File: config.mk
export PLATFORM = sky130hd
export DESIGN_NAME = fsps_sequencer
export DESIGN_NICKNAME = d
export VERILOG_FILES = /design/src/design/fsps_pkg.sv /design/src/design/fsps_sequencer.sv
export SDC_FILE = /design/constraint.sdc
export NUM_CORES = 2
export LEC_CHECK = 0
export BUFFER_PORTS_ARGS = -buffer_cell sky130_fd_sc_hd__buf_2
export CAP_MARGIN = 20
export CORE_ASPECT_RATIO = 0.75
export CORE_MARGIN = 1.5
export CORE_UTILIZATION = 50
export CTS_BUF_LIST = sky130_fd_sc_hd__clkbuf_4 sky130_fd_sc_hd__clkbuf_8 sky130_fd_sc_hd__clkbuf_16
export DETAILED_ROUTE_END_ITERATION = 16
export HOLD_SLACK_MARGIN = 0.05
export PLACE_DENSITY = 0.66
export SYNTH_ARGS = -nofsm -noshare
export SYNTH_HDL_FRONTEND = slang
export SYNTH_SLANG_ARGS = --single-unit
File: constraint.sdc
create_clock -name pclk -period 3.9 [get_ports pclk]
set_input_delay 0.585 -clock pclk [delete_from_list [all_inputs] [get_ports pclk]]
set_output_delay 0.585 -clock pclk [all_outputs]
set_load 0.01 [all_outputs]
File: src/design/fsps_pkg.sv
// Shared constants and types of the flash self-programming sequencer
package fsps_pkg;

  // ==========================================================================
  // Register map (byte addresses on the APB)
  localparam logic [7:0] FSPS_OFS_CTRL = 8'h00;
  localparam logic [7:0] FSPS_OFS_KEY  = 8'h04;
  localparam logic [7:0] FSPS_OFS_PTR  = 8'h08;
  localparam logic [7:0] FSPS_OFS_TWL  = 8'h0C;
  localparam logic [7:0] FSPS_OFS_TWH  = 8'h10;

  // ==========================================================================
  // Control register fields
  localparam int unsigned FSPS_CTRL_GO    = 15;
  localparam int unsigned FSPS_CTRL_OP_WRITE_ENABLE  = 14;
  localparam int unsigned FSPS_CTRL_ERR   = 13;
  localparam int unsigned FSPS_CTRL_ERASE = 6;
  localparam int unsigned FSPS_OP_W       = 4;
  localparam logic [15:0] FSPS_CTRL_RESET = 16'h0000;

  // ==========================================================================
  // Unlock key values, written in this order
  localparam logic [7:0] FSPS_KEY_FIRST  = 8'h55;
  localparam logic [7:0] FSPS_KEY_SECOND = 8'hAA;

  // ==========================================================================
  // Operation select codes
  localparam logic [3:0] FSPS_OP_BULK = 4'hF;
  localparam logic [3:0] FSPS_OP_PAGE = 4'h2;
  localparam logic [3:0] FSPS_OP_ROW  = 4'h1;
  localparam logic [3:0] FSPS_OP_WORD = 4'h3;
  localparam logic [3:0] FSPS_OP_CFG  = 4'h0;
  localparam logic [3:0] FSPS_OP_NOPE = 4'h3;  // Erase side no-op
  localparam logic [3:0] FSPS_OP_NOPP = 4'hF;  // Program side no-op

  // ==========================================================================
  // Array geometry
  localparam int unsigned FSPS_ROW_WORDS  = 64;
  localparam int unsigned FSPS_PAGE_ROWS  = 8;
  localparam int unsigned FSPS_ROW_BYTES  = 192;
  localparam int unsigned FSPS_PAGE_BYTES = 1536;
  localparam int unsigned FSPS_WORD_BITS  = 24;
  localparam int unsigned FSPS_ROW_LSB    = $clog2(FSPS_ROW_WORDS);
  localparam int unsigned FSPS_PAGE_LSB   = $clog2(FSPS_ROW_WORDS * FSPS_PAGE_ROWS);

  // ==========================================================================
  // Timing: operation length counted in internal oscillator cycles
  localparam int unsigned FSPS_CLK_KHZ   = 100000;
  localparam int unsigned FSPS_FRC_KHZ   = 7370;
  localparam int unsigned FSPS_ROW_TICKS = 11064;
  localparam int unsigned FSPS_TICK_W    = 20;

  typedef enum logic [1:0] {FSPS_IDLE, FSPS_WRITE, FSPS_WAIT} fsps_state_e;
  typedef enum logic [2:0] {
    FSPS_K_NONE, FSPS_K_BAD, FSPS_K_ROW, FSPS_K_WORD, FSPS_K_CFG, FSPS_K_PAGE, FSPS_K_BULK
  } fsps_kind_e;

endpackage

File: src/design/fsps_sequencer.sv
// Flash self-programming sequencer: APB registers, holding buffer, timed operations
`timescale 1ns/1ps

// Behaviour
// - Rows hold sixty-four 24-bit instruction words
// - Page erase clears eight rows at once
// - Program one row or one word
// - Pages and rows aligned to array start
// - Sixty-four word holding buffer, filled in order
// - Table writes touch buffer only, two cycles
// - One programming cycle per row
// - Processor stalled until operation finishes
// - Duration counted in internal oscillator cycles
// - Go bit starts; hardware clears it at end
// - Key byte write-only, reads zero
// - Operation code plus erase bit selects action
module fsps_sequencer #(
  parameter int unsigned AW         = 16,
  parameter int unsigned ROW_TICKS  = fsps_pkg::FSPS_ROW_TICKS,
  parameter int unsigned WORD_TICKS = 2000,
  parameter int unsigned PAGE_TICKS = 12000,
  parameter int unsigned BULK_TICKS = 24000
) (
  input  wire logic            pclk,
  input  wire logic            presetn,
  input  wire logic            other_rst_n,
  input  wire logic            psel,
  input  wire logic            penable,
  input  wire logic            pwrite,
  input  wire logic [7:0]      paddr,
  input  wire logic [31:0]     pwdata,
  output logic      [31:0]     prdata,
  output logic                 pready,
  output logic                 pslverr,
  output logic                 cpu_stall,
  output logic                 arr_we,
  output logic                 arr_cfg,
  output logic                 arr_erase,
  output logic                 arr_erase_all,
  output logic      [AW-1:0]   arr_addr,
  output logic      [23:0]     arr_wdata
);
  import fsps_pkg::*;

  localparam int unsigned RL = FSPS_ROW_LSB;
  localparam int unsigned PL = FSPS_PAGE_LSB;

  // Refuse widths the address split cannot serve
  if (AW <= PL || AW > 32 || ROW_TICKS == 0 || WORD_TICKS == 0 || PAGE_TICKS == 0 ||
      BULK_TICKS == 0 || BULK_TICKS >= (1 << FSPS_TICK_W) ||
      ROW_TICKS >= (1 << FSPS_TICK_W) || PAGE_TICKS >= (1 << FSPS_TICK_W) ||
      WORD_TICKS >= (1 << FSPS_TICK_W)) begin : g_bad_param
    $error("fsps_sequencer: unsupported parameter values");
  end

  // ==========================================================================
  // Register state
  logic                   go_q, op_write_enable_q, err_q, erase_q;
  logic [FSPS_OP_W-1:0]   op_q;
  logic [1:0]             key_st_q;
  logic [AW-1:0]          ptr_q, last_q;
  logic [23:0]            buf_q [FSPS_ROW_WORDS];
  fsps_state_e            st_q;
  fsps_kind_e             kind_q, wkind;
  logic [RL-1:0]          idx_q;
  logic [FSPS_TICK_W-1:0] tick_cnt_q, tick_lim;
  logic [FSPS_TICK_W-1:0] acc_q;
  logic                   frc_tick;

  // ==========================================================================
  // APB decode
  logic wr_en, rd_en, hit, go_req, go_ok, err_set, done;
  assign pready    = ~go_q;
  assign cpu_stall = go_q;
  assign wr_en     = psel & penable & pwrite & pready;
  assign rd_en     = psel & penable & ~pwrite & pready;
  assign hit       = (paddr == FSPS_OFS_CTRL) || (paddr == FSPS_OFS_KEY) ||
                     (paddr == FSPS_OFS_PTR) || (paddr == FSPS_OFS_TWL) ||
                     (paddr == FSPS_OFS_TWH);
  assign pslverr   = psel & penable & ~hit;

  // Decode the operation carried by the control write itself
  always_comb begin
    wkind = FSPS_K_BAD;
    if (pwdata[FSPS_CTRL_ERASE]) begin
      if (pwdata[3:0] == FSPS_OP_BULK) wkind = FSPS_K_BULK;
      else if (pwdata[3:0] == FSPS_OP_PAGE) wkind = FSPS_K_PAGE;
      else if (pwdata[3:0] == FSPS_OP_CFG) wkind = FSPS_K_CFG;
      else if (pwdata[3:0] == FSPS_OP_NOPE) wkind = FSPS_K_NONE;
    end else begin
      if (pwdata[3:0] == FSPS_OP_ROW) wkind = FSPS_K_ROW;
      else if (pwdata[3:0] == FSPS_OP_WORD) wkind = FSPS_K_WORD;
      else if (pwdata[3:0] == FSPS_OP_CFG) wkind = FSPS_K_CFG;
      else if (pwdata[3:0] == FSPS_OP_NOPP) wkind = FSPS_K_NONE;
    end
  end

  // A go needs the unlock just before, write enable, and a real code
  assign go_req  = wr_en && (paddr == FSPS_OFS_CTRL) && pwdata[FSPS_CTRL_GO];
  assign go_ok   = go_req && (key_st_q == 2'd2) && pwdata[FSPS_CTRL_OP_WRITE_ENABLE] &&
                   (wkind != FSPS_K_BAD) && (wkind != FSPS_K_NONE);
  assign err_set = go_req && ((key_st_q != 2'd2) || !pwdata[FSPS_CTRL_OP_WRITE_ENABLE] ||
                   (wkind == FSPS_K_BAD));

  // ==========================================================================
  // Control register; only power-on reset returns it to default
  always_ff @(posedge pclk or negedge presetn) begin
    if (!presetn) begin
      go_q    <= FSPS_CTRL_RESET[FSPS_CTRL_GO];
      op_write_enable_q  <= FSPS_CTRL_RESET[FSPS_CTRL_OP_WRITE_ENABLE];
      erase_q <= FSPS_CTRL_RESET[FSPS_CTRL_ERASE];
      op_q    <= FSPS_CTRL_RESET[FSPS_OP_W-1:0];
      kind_q  <= FSPS_K_NONE;
    end else begin
      if (wr_en && paddr == FSPS_OFS_CTRL) begin
        op_write_enable_q  <= pwdata[FSPS_CTRL_OP_WRITE_ENABLE];
        erase_q <= pwdata[FSPS_CTRL_ERASE];
        op_q    <= pwdata[FSPS_OP_W-1:0];
      end
      if (go_ok) begin
        go_q   <= 1'b1;
        kind_q <= wkind;
      end else if (done) begin
        go_q   <= 1'b0;
      end
    end
  end

  // Error flag: hardware set beats a software clear in the same cycle
  always_ff @(posedge pclk or negedge presetn) begin
    if (!presetn) begin
      err_q <= FSPS_CTRL_RESET[FSPS_CTRL_ERR];
    end else if (err_set) begin
      err_q <= 1'b1;
    end else if (wr_en && paddr == FSPS_OFS_CTRL) begin
      err_q <= pwdata[FSPS_CTRL_ERR];
    end
  end

  // ==========================================================================
  // Unlock sequence: any other write in between breaks it
  always_ff @(posedge pclk or negedge presetn) begin
    if (!presetn) begin
      key_st_q <= 2'd0;
    end else if (!other_rst_n) begin
      key_st_q <= 2'd0;
    end else if (wr_en) begin
      if (paddr == FSPS_OFS_KEY && pwdata[7:0] == FSPS_KEY_FIRST) begin
        key_st_q <= 2'd1;
      end else if (paddr == FSPS_OFS_KEY && pwdata[7:0] == FSPS_KEY_SECOND &&
                   key_st_q == 2'd1) begin
        key_st_q <= 2'd2;
      end else begin
        key_st_q <= 2'd0;
      end
    end
  end

  // ==========================================================================
  // Table pointer; a high-word write advances it to the next word
  always_ff @(posedge pclk or negedge presetn) begin
    if (!presetn) begin
      ptr_q  <= '0;
      last_q <= '0;
    end else if (!other_rst_n) begin
      ptr_q  <= '0;
      last_q <= '0;
    end else if (wr_en && paddr == FSPS_OFS_PTR) begin
      ptr_q  <= pwdata[AW-1:0];
      last_q <= pwdata[AW-1:0];
    end else if (wr_en && paddr == FSPS_OFS_TWH) begin
      ptr_q  <= ptr_q + 1'b1;
      last_q <= ptr_q;
    end
  end

  // Holding buffer: table writes land here, never in the array
  for (genvar i = 0; i < FSPS_ROW_WORDS; i++) begin : g_buf
    always_ff @(posedge pclk or negedge presetn) begin
      if (!presetn) begin
        buf_q[i] <= '0;
      end else if (wr_en && ptr_q[RL-1:0] == RL'(i)) begin
        if (paddr == FSPS_OFS_TWL) buf_q[i][15:0] <= pwdata[15:0];
        if (paddr == FSPS_OFS_TWH) buf_q[i][23:16] <= pwdata[7:0];
      end
    end
  end

  // ==========================================================================
  // Read mux; key byte never reads back
  always_comb begin
    prdata = '0;
    if (rd_en && paddr == FSPS_OFS_CTRL) begin
      prdata[FSPS_CTRL_GO]    = go_q;
      prdata[FSPS_CTRL_OP_WRITE_ENABLE]  = op_write_enable_q;
      prdata[FSPS_CTRL_ERR]   = err_q;
      prdata[FSPS_CTRL_ERASE] = erase_q;
      prdata[FSPS_OP_W-1:0]   = op_q;
    end else if (rd_en && paddr == FSPS_OFS_PTR) begin
      prdata[AW-1:0] = ptr_q;
    end else if (rd_en && paddr == FSPS_OFS_TWL) begin
      prdata[15:0] = buf_q[ptr_q[RL-1:0]][15:0];
    end else if (rd_en && paddr == FSPS_OFS_TWH) begin
      prdata[7:0] = buf_q[ptr_q[RL-1:0]][23:16];
    end
  end

  // ==========================================================================
  // Oscillator-rate tick: fractional divider, 7.37 MHz out of the bus clock.
  // Nominal rate only; accuracy and tuning spread is not modelled.
  always_ff @(posedge pclk or negedge presetn) begin
    if (!presetn) begin
      acc_q <= '0;
    end else if (acc_q + FSPS_TICK_W'(FSPS_FRC_KHZ) >= FSPS_TICK_W'(FSPS_CLK_KHZ)) begin
      acc_q <= acc_q + FSPS_TICK_W'(FSPS_FRC_KHZ) - FSPS_TICK_W'(FSPS_CLK_KHZ);
    end else begin
      acc_q <= acc_q + FSPS_TICK_W'(FSPS_FRC_KHZ);
    end
  end
  assign frc_tick = (acc_q + FSPS_TICK_W'(FSPS_FRC_KHZ) >= FSPS_TICK_W'(FSPS_CLK_KHZ));

  // Duration per operation kind
  always_comb begin
    tick_lim = FSPS_TICK_W'(WORD_TICKS);
    if (kind_q == FSPS_K_ROW) tick_lim = FSPS_TICK_W'(ROW_TICKS);
    else if (kind_q == FSPS_K_PAGE) tick_lim = FSPS_TICK_W'(PAGE_TICKS);
    else if (kind_q == FSPS_K_BULK) tick_lim = FSPS_TICK_W'(BULK_TICKS);
  end
  assign done = (st_q == FSPS_WAIT) && frc_tick && (tick_cnt_q == tick_lim - 1'b1);

  // ==========================================================================
  // Sequencer: array strobes first, then the self-timed wait
  always_ff @(posedge pclk or negedge presetn) begin
    if (!presetn) begin
      st_q          <= FSPS_IDLE;
      idx_q         <= '0;
      tick_cnt_q    <= '0;
      arr_we        <= 1'b0;
      arr_cfg       <= 1'b0;
      arr_erase     <= 1'b0;
      arr_erase_all <= 1'b0;
      arr_addr      <= '0;
      arr_wdata     <= '0;
    end else begin
      arr_we        <= 1'b0;
      arr_erase     <= 1'b0;
      arr_erase_all <= 1'b0;
      arr_cfg       <= 1'b0;    // Marks only the strobe cycle, never lingers into the next op
      case (st_q)
        FSPS_IDLE: begin
          idx_q      <= '0;
          tick_cnt_q <= '0;
          if (go_q) st_q <= FSPS_WRITE;
        end
        FSPS_WRITE: begin
          arr_cfg <= (kind_q == FSPS_K_CFG);
          if (kind_q == FSPS_K_ROW) begin
            arr_we    <= 1'b1;
            arr_addr  <= {last_q[AW-1:RL], idx_q};
            arr_wdata <= buf_q[idx_q];
            idx_q     <= idx_q + 1'b1;
            if (idx_q == RL'(FSPS_ROW_WORDS - 1)) st_q <= FSPS_WAIT;
          end else if (kind_q == FSPS_K_PAGE || kind_q == FSPS_K_BULK) begin
            arr_erase     <= 1'b1;
            arr_erase_all <= (kind_q == FSPS_K_BULK);
            arr_addr      <= {last_q[AW-1:PL], PL'(0)};
            st_q          <= FSPS_WAIT;
          end else if (kind_q == FSPS_K_CFG && erase_q) begin
            // Config byte erase is an erase strobe at the byte's own address
            arr_erase <= 1'b1;
            arr_addr  <= last_q;
            st_q      <= FSPS_WAIT;
          end else begin
            arr_we    <= 1'b1;
            arr_addr  <= last_q;
            arr_wdata <= buf_q[last_q[RL-1:0]];
            st_q      <= FSPS_WAIT;
          end
        end
        FSPS_WAIT: begin
          if (frc_tick) tick_cnt_q <= tick_cnt_q + 1'b1;
          if (done) st_q <= FSPS_IDLE;
        end
        default: st_q <= FSPS_IDLE;
      endcase
    end
  end

  // ==========================================================================
  // Checks
  go_end_a: assert property (@(posedge pclk) disable iff (!presetn)
    $fell(go_q) |-> $past(st_q == FSPS_WAIT && frc_tick))
    else $error("go bit cleared outside operation end");
  stall_a: assert property (@(posedge pclk) disable iff (!presetn)
    (go_q && !done) |=> (go_q && cpu_stall && !pready))
    else $error("processor not stalled while busy");
  key_read_a: assert property (@(posedge pclk) disable iff (!presetn)
    (rd_en && paddr == FSPS_OFS_KEY) |-> prdata == 32'h0000_0000)
    else $error("key register read nonzero");
  bad_go_a: assert property (@(posedge pclk) disable iff (!presetn)
    (go_req && key_st_q != 2'd2 && !go_q) |=> (err_q && !go_q))
    else $error("locked go did not flag error");
  inhibit_a: assert property (@(posedge pclk) disable iff (!presetn)
    (go_req && !pwdata[FSPS_CTRL_OP_WRITE_ENABLE] && !go_q) |=> !go_q ##1 !arr_we && !arr_erase)
    else $error("operation ran without write enable");
  row_len_a: assert property (@(posedge pclk) disable iff (!presetn)
    ($rose(st_q == FSPS_WAIT) && kind_q == FSPS_K_ROW) |-> idx_q == 6'h00 && arr_we &&
    arr_addr[5:0] == 6'h3F)
    else $error("row write did not cover 64 words");
  page_align_a: assert property (@(posedge pclk) disable iff (!presetn)
    (arr_erase && !arr_cfg) |-> arr_addr[8:0] == 9'h000)
    else $error("erase address not page aligned");
  tbl_only_a: assert property (@(posedge pclk) disable iff (!presetn)
    (st_q == FSPS_IDLE && !go_q) |=> !arr_we && !arr_erase)
    else $error("array touched outside an operation");
  tick_gap_a: assert property (@(posedge pclk) disable iff (!presetn)
    frc_tick |=> !frc_tick [*8])
    else $error("oscillator tick too frequent");
  por_only_a: assert property (@(posedge pclk) disable iff (!presetn)
    (!other_rst_n && !wr_en && !done) |=> $stable({go_q, op_write_enable_q, erase_q, op_q}))
    else $error("control bits changed on non power-on reset");

endmodule

======== After elaboration in Yosys (flattened, before gate mapping) ========
Index checks and enable logic that the tools add are counted.
word-level totals
  word-level logic and storage cells ...... 567
  flip-flop bits (word level) ............. 1,673
  output and inout bits ................... 79
  input bits .............................. 46
cells by class
  bitwise operators ....................... 12
  eq/ne operators ......................... 95
  magnitude comparators ................... 4
  mux-type cells .......................... 71
  reduce and logical (&&, ||, !) cells .... 232
  add/subtract/negate cells ............... 6
operator list
  operator                  number
  $bmux W24 S6              3
  $reduce_and A2 Y1         130
  $mux W24                  9
  $eq A6 B6 Y1 const B      33
  $mux W16                  7
  $eq A6 B5 Y1 const B      16
  $logic_and A1 B1 Y1       83
  $eq A6 B4 Y1 const B      8
  $mux W15                  3
  $mux W20                  2
  $pmux W20 S2              1
  $eq A6 B3 Y1 const B      4
  $mux W3                   8
  $mux W8                   3
  $ge A7 B7 Y1 const B      3
  $not A6 Y7                3
  $add A20 B1 Y20 const B   1
  $add A20 B13 Y20 const B  1
  $eq A20 B20 Y1            1
  $ge A20 B17 Y1 const B    1
  $sub A20 B1 Y20 const B   1
  $sub A20 B17 Y20 const B  1
  $mux W1                   19
  $mux W2                   9
  37 further kinds          70

======== Logic depth before layout (Yosys ltp) ========
  word-level depth ........................ 10
  mapped depth ............................ 14

======== Worst setup path after synthesis ========
No wires, ideal clock.
  kind .................................... reg-to-output
  from .................................... register ptr_q[1]
  to ...................................... output prdata[10]
  arrival time ............................ 2.899 ns
  required time ........................... 3.315 ns
  cell stages (with the launch flop) ...... 10
  slack ................................... 0.416 ns
  path buffers ............................ 4
  cell sequence ........................... dfrtp_1 -> buf_2 -> buf_2 -> clkbuf_1 -> buf_1 -> mux4_2 -> mux4_2 -> mux4_2 -> mux2i_1 -> nor2_1
on the way
  word-level cells in the longest chain between the ends .. 7
ends and longest elaborated chain
  what                              line                   RTL
  from (decl)                       fsps_sequencer.sv:61   logic [AW-1:0] ptr_q, last_q;
  from (signal assigned)            fsps_sequencer.sv:169  ptr_q <= pwdata[AW-1:0];
  from (signal assigned)            fsps_sequencer.sv:172  ptr_q <= ptr_q + 1'b1;
  $not A6 Y7 (not written as such)  fsps_sequencer.sv:202  prdata[15:0] = buf_q[ptr_q[RL-1:0]][15:0];
  $bmux W24 S6                      fsps_sequencer.sv:202
  $mux W24 (2 in series)            -
  $mux W8                           fsps_sequencer.sv:201  end else if (rd_en && paddr == FSPS_OFS_TWL) begin
  $mux W16                          fsps_sequencer.sv:199  end else if (rd_en && paddr == FSPS_OFS_PTR) begin
  $mux W6                           fsps_sequencer.sv:193  if (rd_en && paddr == FSPS_OFS_CTRL) begin
  to (decl)                         fsps_sequencer.sv:32   output logic [31:0] prdata,
No other way between the ends. The select of a mux whose other input is x is not followed.

======== Final worst setup path ========
  from .................................... register ptr_q[0]
  to ...................................... output prdata[3]
on the way
  word-level cells in the longest chain between the ends .. 8
ends and longest elaborated chain
  what                                            line                                          RTL
  $not A6 Y7 (not written as such) *              fsps_sequencer.sv:202, fsps_sequencer.sv:204
  $bmux W24 S6 *                                  fsps_sequencer.sv:202, fsps_sequencer.sv:204
  $mux W24 (not written as such) * (2 in series)  fsps_sequencer.sv:204                         prdata[7:0] = buf_q[ptr_q[RL-1:0]][23:16];
  $mux W8                                         fsps_sequencer.sv:203                         end else if (rd_en && paddr == FSPS_OFS_TWH) begin
  $mux W8 *                                       fsps_sequencer.sv:201
  $mux W16 *                                      fsps_sequencer.sv:199
  $mux W4 *                                       fsps_sequencer.sv:193
Mark *: on every way between the ends. The rest lies on a longest branch, timed or not. The select of a mux whose other input is x is not followed.

==> results.md <==
Status:
- The run finished, with violations left.
- The final reports fail on setup timing.

STA:
- The number of hold-slack violations in the final timing report is 0.
- Setup repair after global routing could not meet its margin everywhere.
- Dividing the final minimum period by the clock period gives 1.23.
- The worst-case clock skew is 27.8 ps.
- The worst pin sits at a relative slew slack of 0.249.
- The final critical delay including setup and external delays is 4780 ps.
- The slew at the pin closest to its max-slew limit is 1120 ps.
- In the post-route analysis, the smallest setup slack over all paths is -883 ps.
- Setup violations remaining at the end of the flow were counted as 16.
- The count of pins over their slew limit was 0.
- The timing-limited maximum frequency is 0.209 GHz.

Power and ir drop:
- The peak supply drop is 0.416 mV.
- The leakage power is 48.0 nW.
- For this design the ratio of total power to cell area is 316 mW/mm^2.

Routing:
- The final antenna-violating net count is 0.
- The per-cell via count in the routed design is 7.14.
- The final layout contains routed wiring with a total length of 347 mm.
- The total vias in the final route is 70.6k.
- In the final routed layout, each cell accounts on average for 35.1 um.
- The iteration-0 DRC count of the detailed router is 8483.
- The number of design rule violations left after detail routing is 0.
- The total iterations of the first detailed-routing run is 6.

Yosys:
- Of the post-synthesis cell area, the part taken by muxes is 0.482.
- Of the total synthesized cell area, the portion taken by full adders, half adders and majority gates is 0.00110.
- The library cell occupying the most area in the post-synthesis netlist is dfrtp_1.
- The share of the synthesized area in the top cell type is 0.410.
- Of the total synthesized cell area, the portion taken by AND, OR, NAND and NOR gates is 0.0298.
- By area, the combinational part of the netlist is dominated by multiplexers.
- Averaged over all synthesized cells, the footprint is 14.7 sq um.
- The compound-cell area share of the yosys netlist is 0.0423.
- In the synthesized netlist, the number of instances is 6965.
- The netlist uses 84 different library cells.
- Counting flops with a built-in enable in the synthesized netlist gives 0.
- By area the synthesized netlist is led by dfrtp_1 (41%), mux4_2 (27%), mux2_2 (18%).
- The flop and latch count out of synthesis is 1672.
- The post-synth design cell area is 0.102 sq mm.
- Of the total synthesized cell area, the portion taken by XOR and XNOR cells is 0.00352.
- For this run, the register share of the synthesized area comes to 0.410.
- Yosys printed 0 warnings.
- For this run, the leading register cell type out of synthesis is dfrtp_1.
- Counting flops with an async set or reset pin after synthesis yields a share of 1.00.

Critical path:
- The critical path in this run is classified as flip-flop to output pin.
- The critical path's largest stage delay is 690 ps.
- The worst setup path is captured at an output pin.
- The critical path depth in cells is 11.
- On the critical path, the stage with the largest delay is an instance of mux4_2.
- The most numerous cell type found on the critical path is buf_12.
- At the worst endpoint, the arrival time is 4200 ps.
- The required arrival time at the worst endpoint is 3310 ps.
- In this run the worst path has a maximum fanout of 9.
- The largest delay contributor family on the critical path is multiplexers.
- The worst register-to-register path has a setup slack of 320 ps.
- The worst setup path is launched from a flip-flop.
- The number of buffer and inverter instances along the worst setup path is 5.
- The worst reg2reg path depth is 10.
- Traced cell by cell, the critical path runs through buf_4, buf_12, buf_12, buf_12, mux4_2, mux4_2, nand2_2, a31oi_1, mux2i_1, o211ai_1, buf_2.

GRT:
- The number of global-route vias before repair is 70.5k.
- The maximum number of pins on one net before global-route repair is 133.
- The first global-routing pass estimated 507 mm of wire.
- The initial antenna violation count is 19.
- The combined global-route utilization of all metal layers is 0.336.
- For this run the aggregate overflow at the end of global routing stands at 0.

Hold path:
- The worst hold path belongs to the class input pin to flip-flop.
- Along the worst hold path, the cell count comes to 2.

Clocking:
- In this run the number of H-tree levels came out at 4.
- The clock root buffer master is clkbuf_16.
- The clock reaches the later pin of the worst-skew pair after 820 ps.
- Counting every sink on the clock net gives 1672.
- The clock tree from TritonCTS is yes.
- After clock tree synthesis, the clock-pin slew on the worst setup and hold paths is 60 ps.
- The number of buffers created by CTS is 181.
- The maximum count of clock buffers along a single path is 3.

Flow run:
- Max-cap violations in this run came to 0.

Floorplan:
- In this run the horizontal extent of the chip is 525 um.
- The initialized floorplan defines 143 standard-cell rows.
- The I/O pin count is 125.
- The die is 394 um tall.
- The die area is 0.207 sq mm.
- The core region is 0.203 sq mm.
- The initial cell density of the core is 0.504.

Layout:
- The sequential cells in the finished layout cover a total of 0.0419 sq mm.
- Counting the fill cells in the layout gives 15.6k.
- The number of nets in the finished design is 7111.
- In the layout the commonest cells are dfrtp_1 (1655), mux2_2 (1633), mux4_2 (1225), buf_4 (327), mux2i_1 (314).
- The library cell used most frequently in the layout, excluding fill and tap cells, is dfrtp_1.
- The area of the multi-input gates is 0.0573 sq mm.
- The finished cells cover 0.116 sq mm.
- The final standard cell utilization of the core is 0.572.
- The share of post-route cells with drive strength above 1 is 0.550.
- The relative area change from synthesis to final layout is 13.4%.

Placed design:
- Before CTS, the worst setup slack after placement is -146 ps.
- The placer's final routability congestion estimate is 0.942.
- The number of buffers added on ports is 92.
- The total half-perimeter wirelength after legalization and detailed placement is 222 mm.
- The total cell area at the placement stage is 0.109 sq mm.
## timing repair
action | 4_1_cts | 5_1_grt
hold buffers | 1 | 0
setup endpoints to repair | 16 | 16
gates cloned | 7 | 3
gates resized for setup | 41 | 27
hold endpoints to repair | 40 | 0
pin swaps | 5 | 4
buffers inserted | 18 | 7
## layout make-up
class                   instances  share of cell area
multi-input cells            4577               0.495
clock buffers                 259              0.0470
flip-flops and latches       1672               0.362
well taps                    2682              0.0290
repair buffers                611              0.0599
inverters                      13            0.000432
diodes                         13            0.000281
clock inverters                67             0.00740
## worst register-to-register path: stages (launching register included)
cell and delay, ps:
dfrtp_1 420, ha_1 300, o211ai_2 320, nand2_1 220
a2111oi_0 490, o311a_1 250, a21boi_2 290, a21o_1 690
buf_4 290, a21oi_1 70, xnor2_1 130
## synthesized netlist by cell type, drive strengths merged, types with 21 or more instances
| master | count |
|---|---|
| dfrtp | 1672 |
| mux2 | 1634 |
| mux4 | 1225 |
| clkbuf | 414 |
| mux2i | 319 |
| buf | 304 |
| nand2 | 279 |
| a21oi | 254 |
| nor2 | 197 |
| o21ai | 138 |
| o22ai | 94 |
| o221ai | 92 |
| nand3 | 40 |
| a31oi | 25 |
| xnor2 | 24 |
| nor3 | 21 |
| o211ai | 21 |
## stage by stage
stage	std cells	setup TNS (ps)	hold WS [ps]	power [mW]
after floorplan	6980	0	289	18.0
after global placement	9516	-514	469	18.5
after detailed placement	9516	-648	463	18.5
after CTS	9868	-12710	170	36.8
after global routing	9883	-13530	129	37.6
final	9894	-12670	150	36.6
## cell families (layout without fill, tap and decap cells)
family,after synthesis,in the layout
multiplexers,3178,3178
adder cells (fa/ha/maj),9,9
flip-flops,1672,1672
other,1,29
buffers and inverters,731,950
AND/OR/NAND/NOR,639,639
AO/OA/AOI/OAI,694,694
XOR/XNOR,41,41
## flip-flops by register name, indices dropped and copies added (netlist names), 2 cells and up
name and count:
arr_wdata 24, arr_addr 16, idx_q 6, acc_q 19
st_q 2, key_st_q 2, tick_cnt_q 20, buf_q 1536
op_q 4, kind_q 3, last_q 16, ptr_q 16
## worst paths after layout
kind,startpoint,end
setup / recovery,ptr_q[0]$_DFFE_PN0P_,prdata[3]
hold / removal,pwdata[9],buf_q[1497]$_DFFE_PN0P_
setup reg to reg,acc_q[1]$_DFF_PN0_,acc_q[8]$_DFF_PN0_
hold reg to reg,arr_addr[12]$_DFFE_PN0P_,arr_addr[12]$_DFFE_PN0P_
max in group asynchronous,presetn,last_q[3]$_DFFE_PN0P_
min in group asynchronous,presetn,acc_q[4]$_DFF_PN0_
## report_power, final
part / internal [mW] / switching [mW] / total, mW / leakage (nW)
clock: 10.8 / 7.56 / 18.4 / 3.16
sequential: 17.4 / 0.00537 / 17.4 / 23.3
combinational: 0.147 / 0.745 / 0.892 / 21.6
total: 28.3 / 8.31 / 36.6 / 48.0
## layer usage
metal	share of wire	GRT usage
met5	0.00023	0.00138
met3	0.14	0.149
met4	0.037	0.110
met1	0.39	0.464
met2	0.43	0.471
No activity file was read; power rests on OpenSTA's default activity.
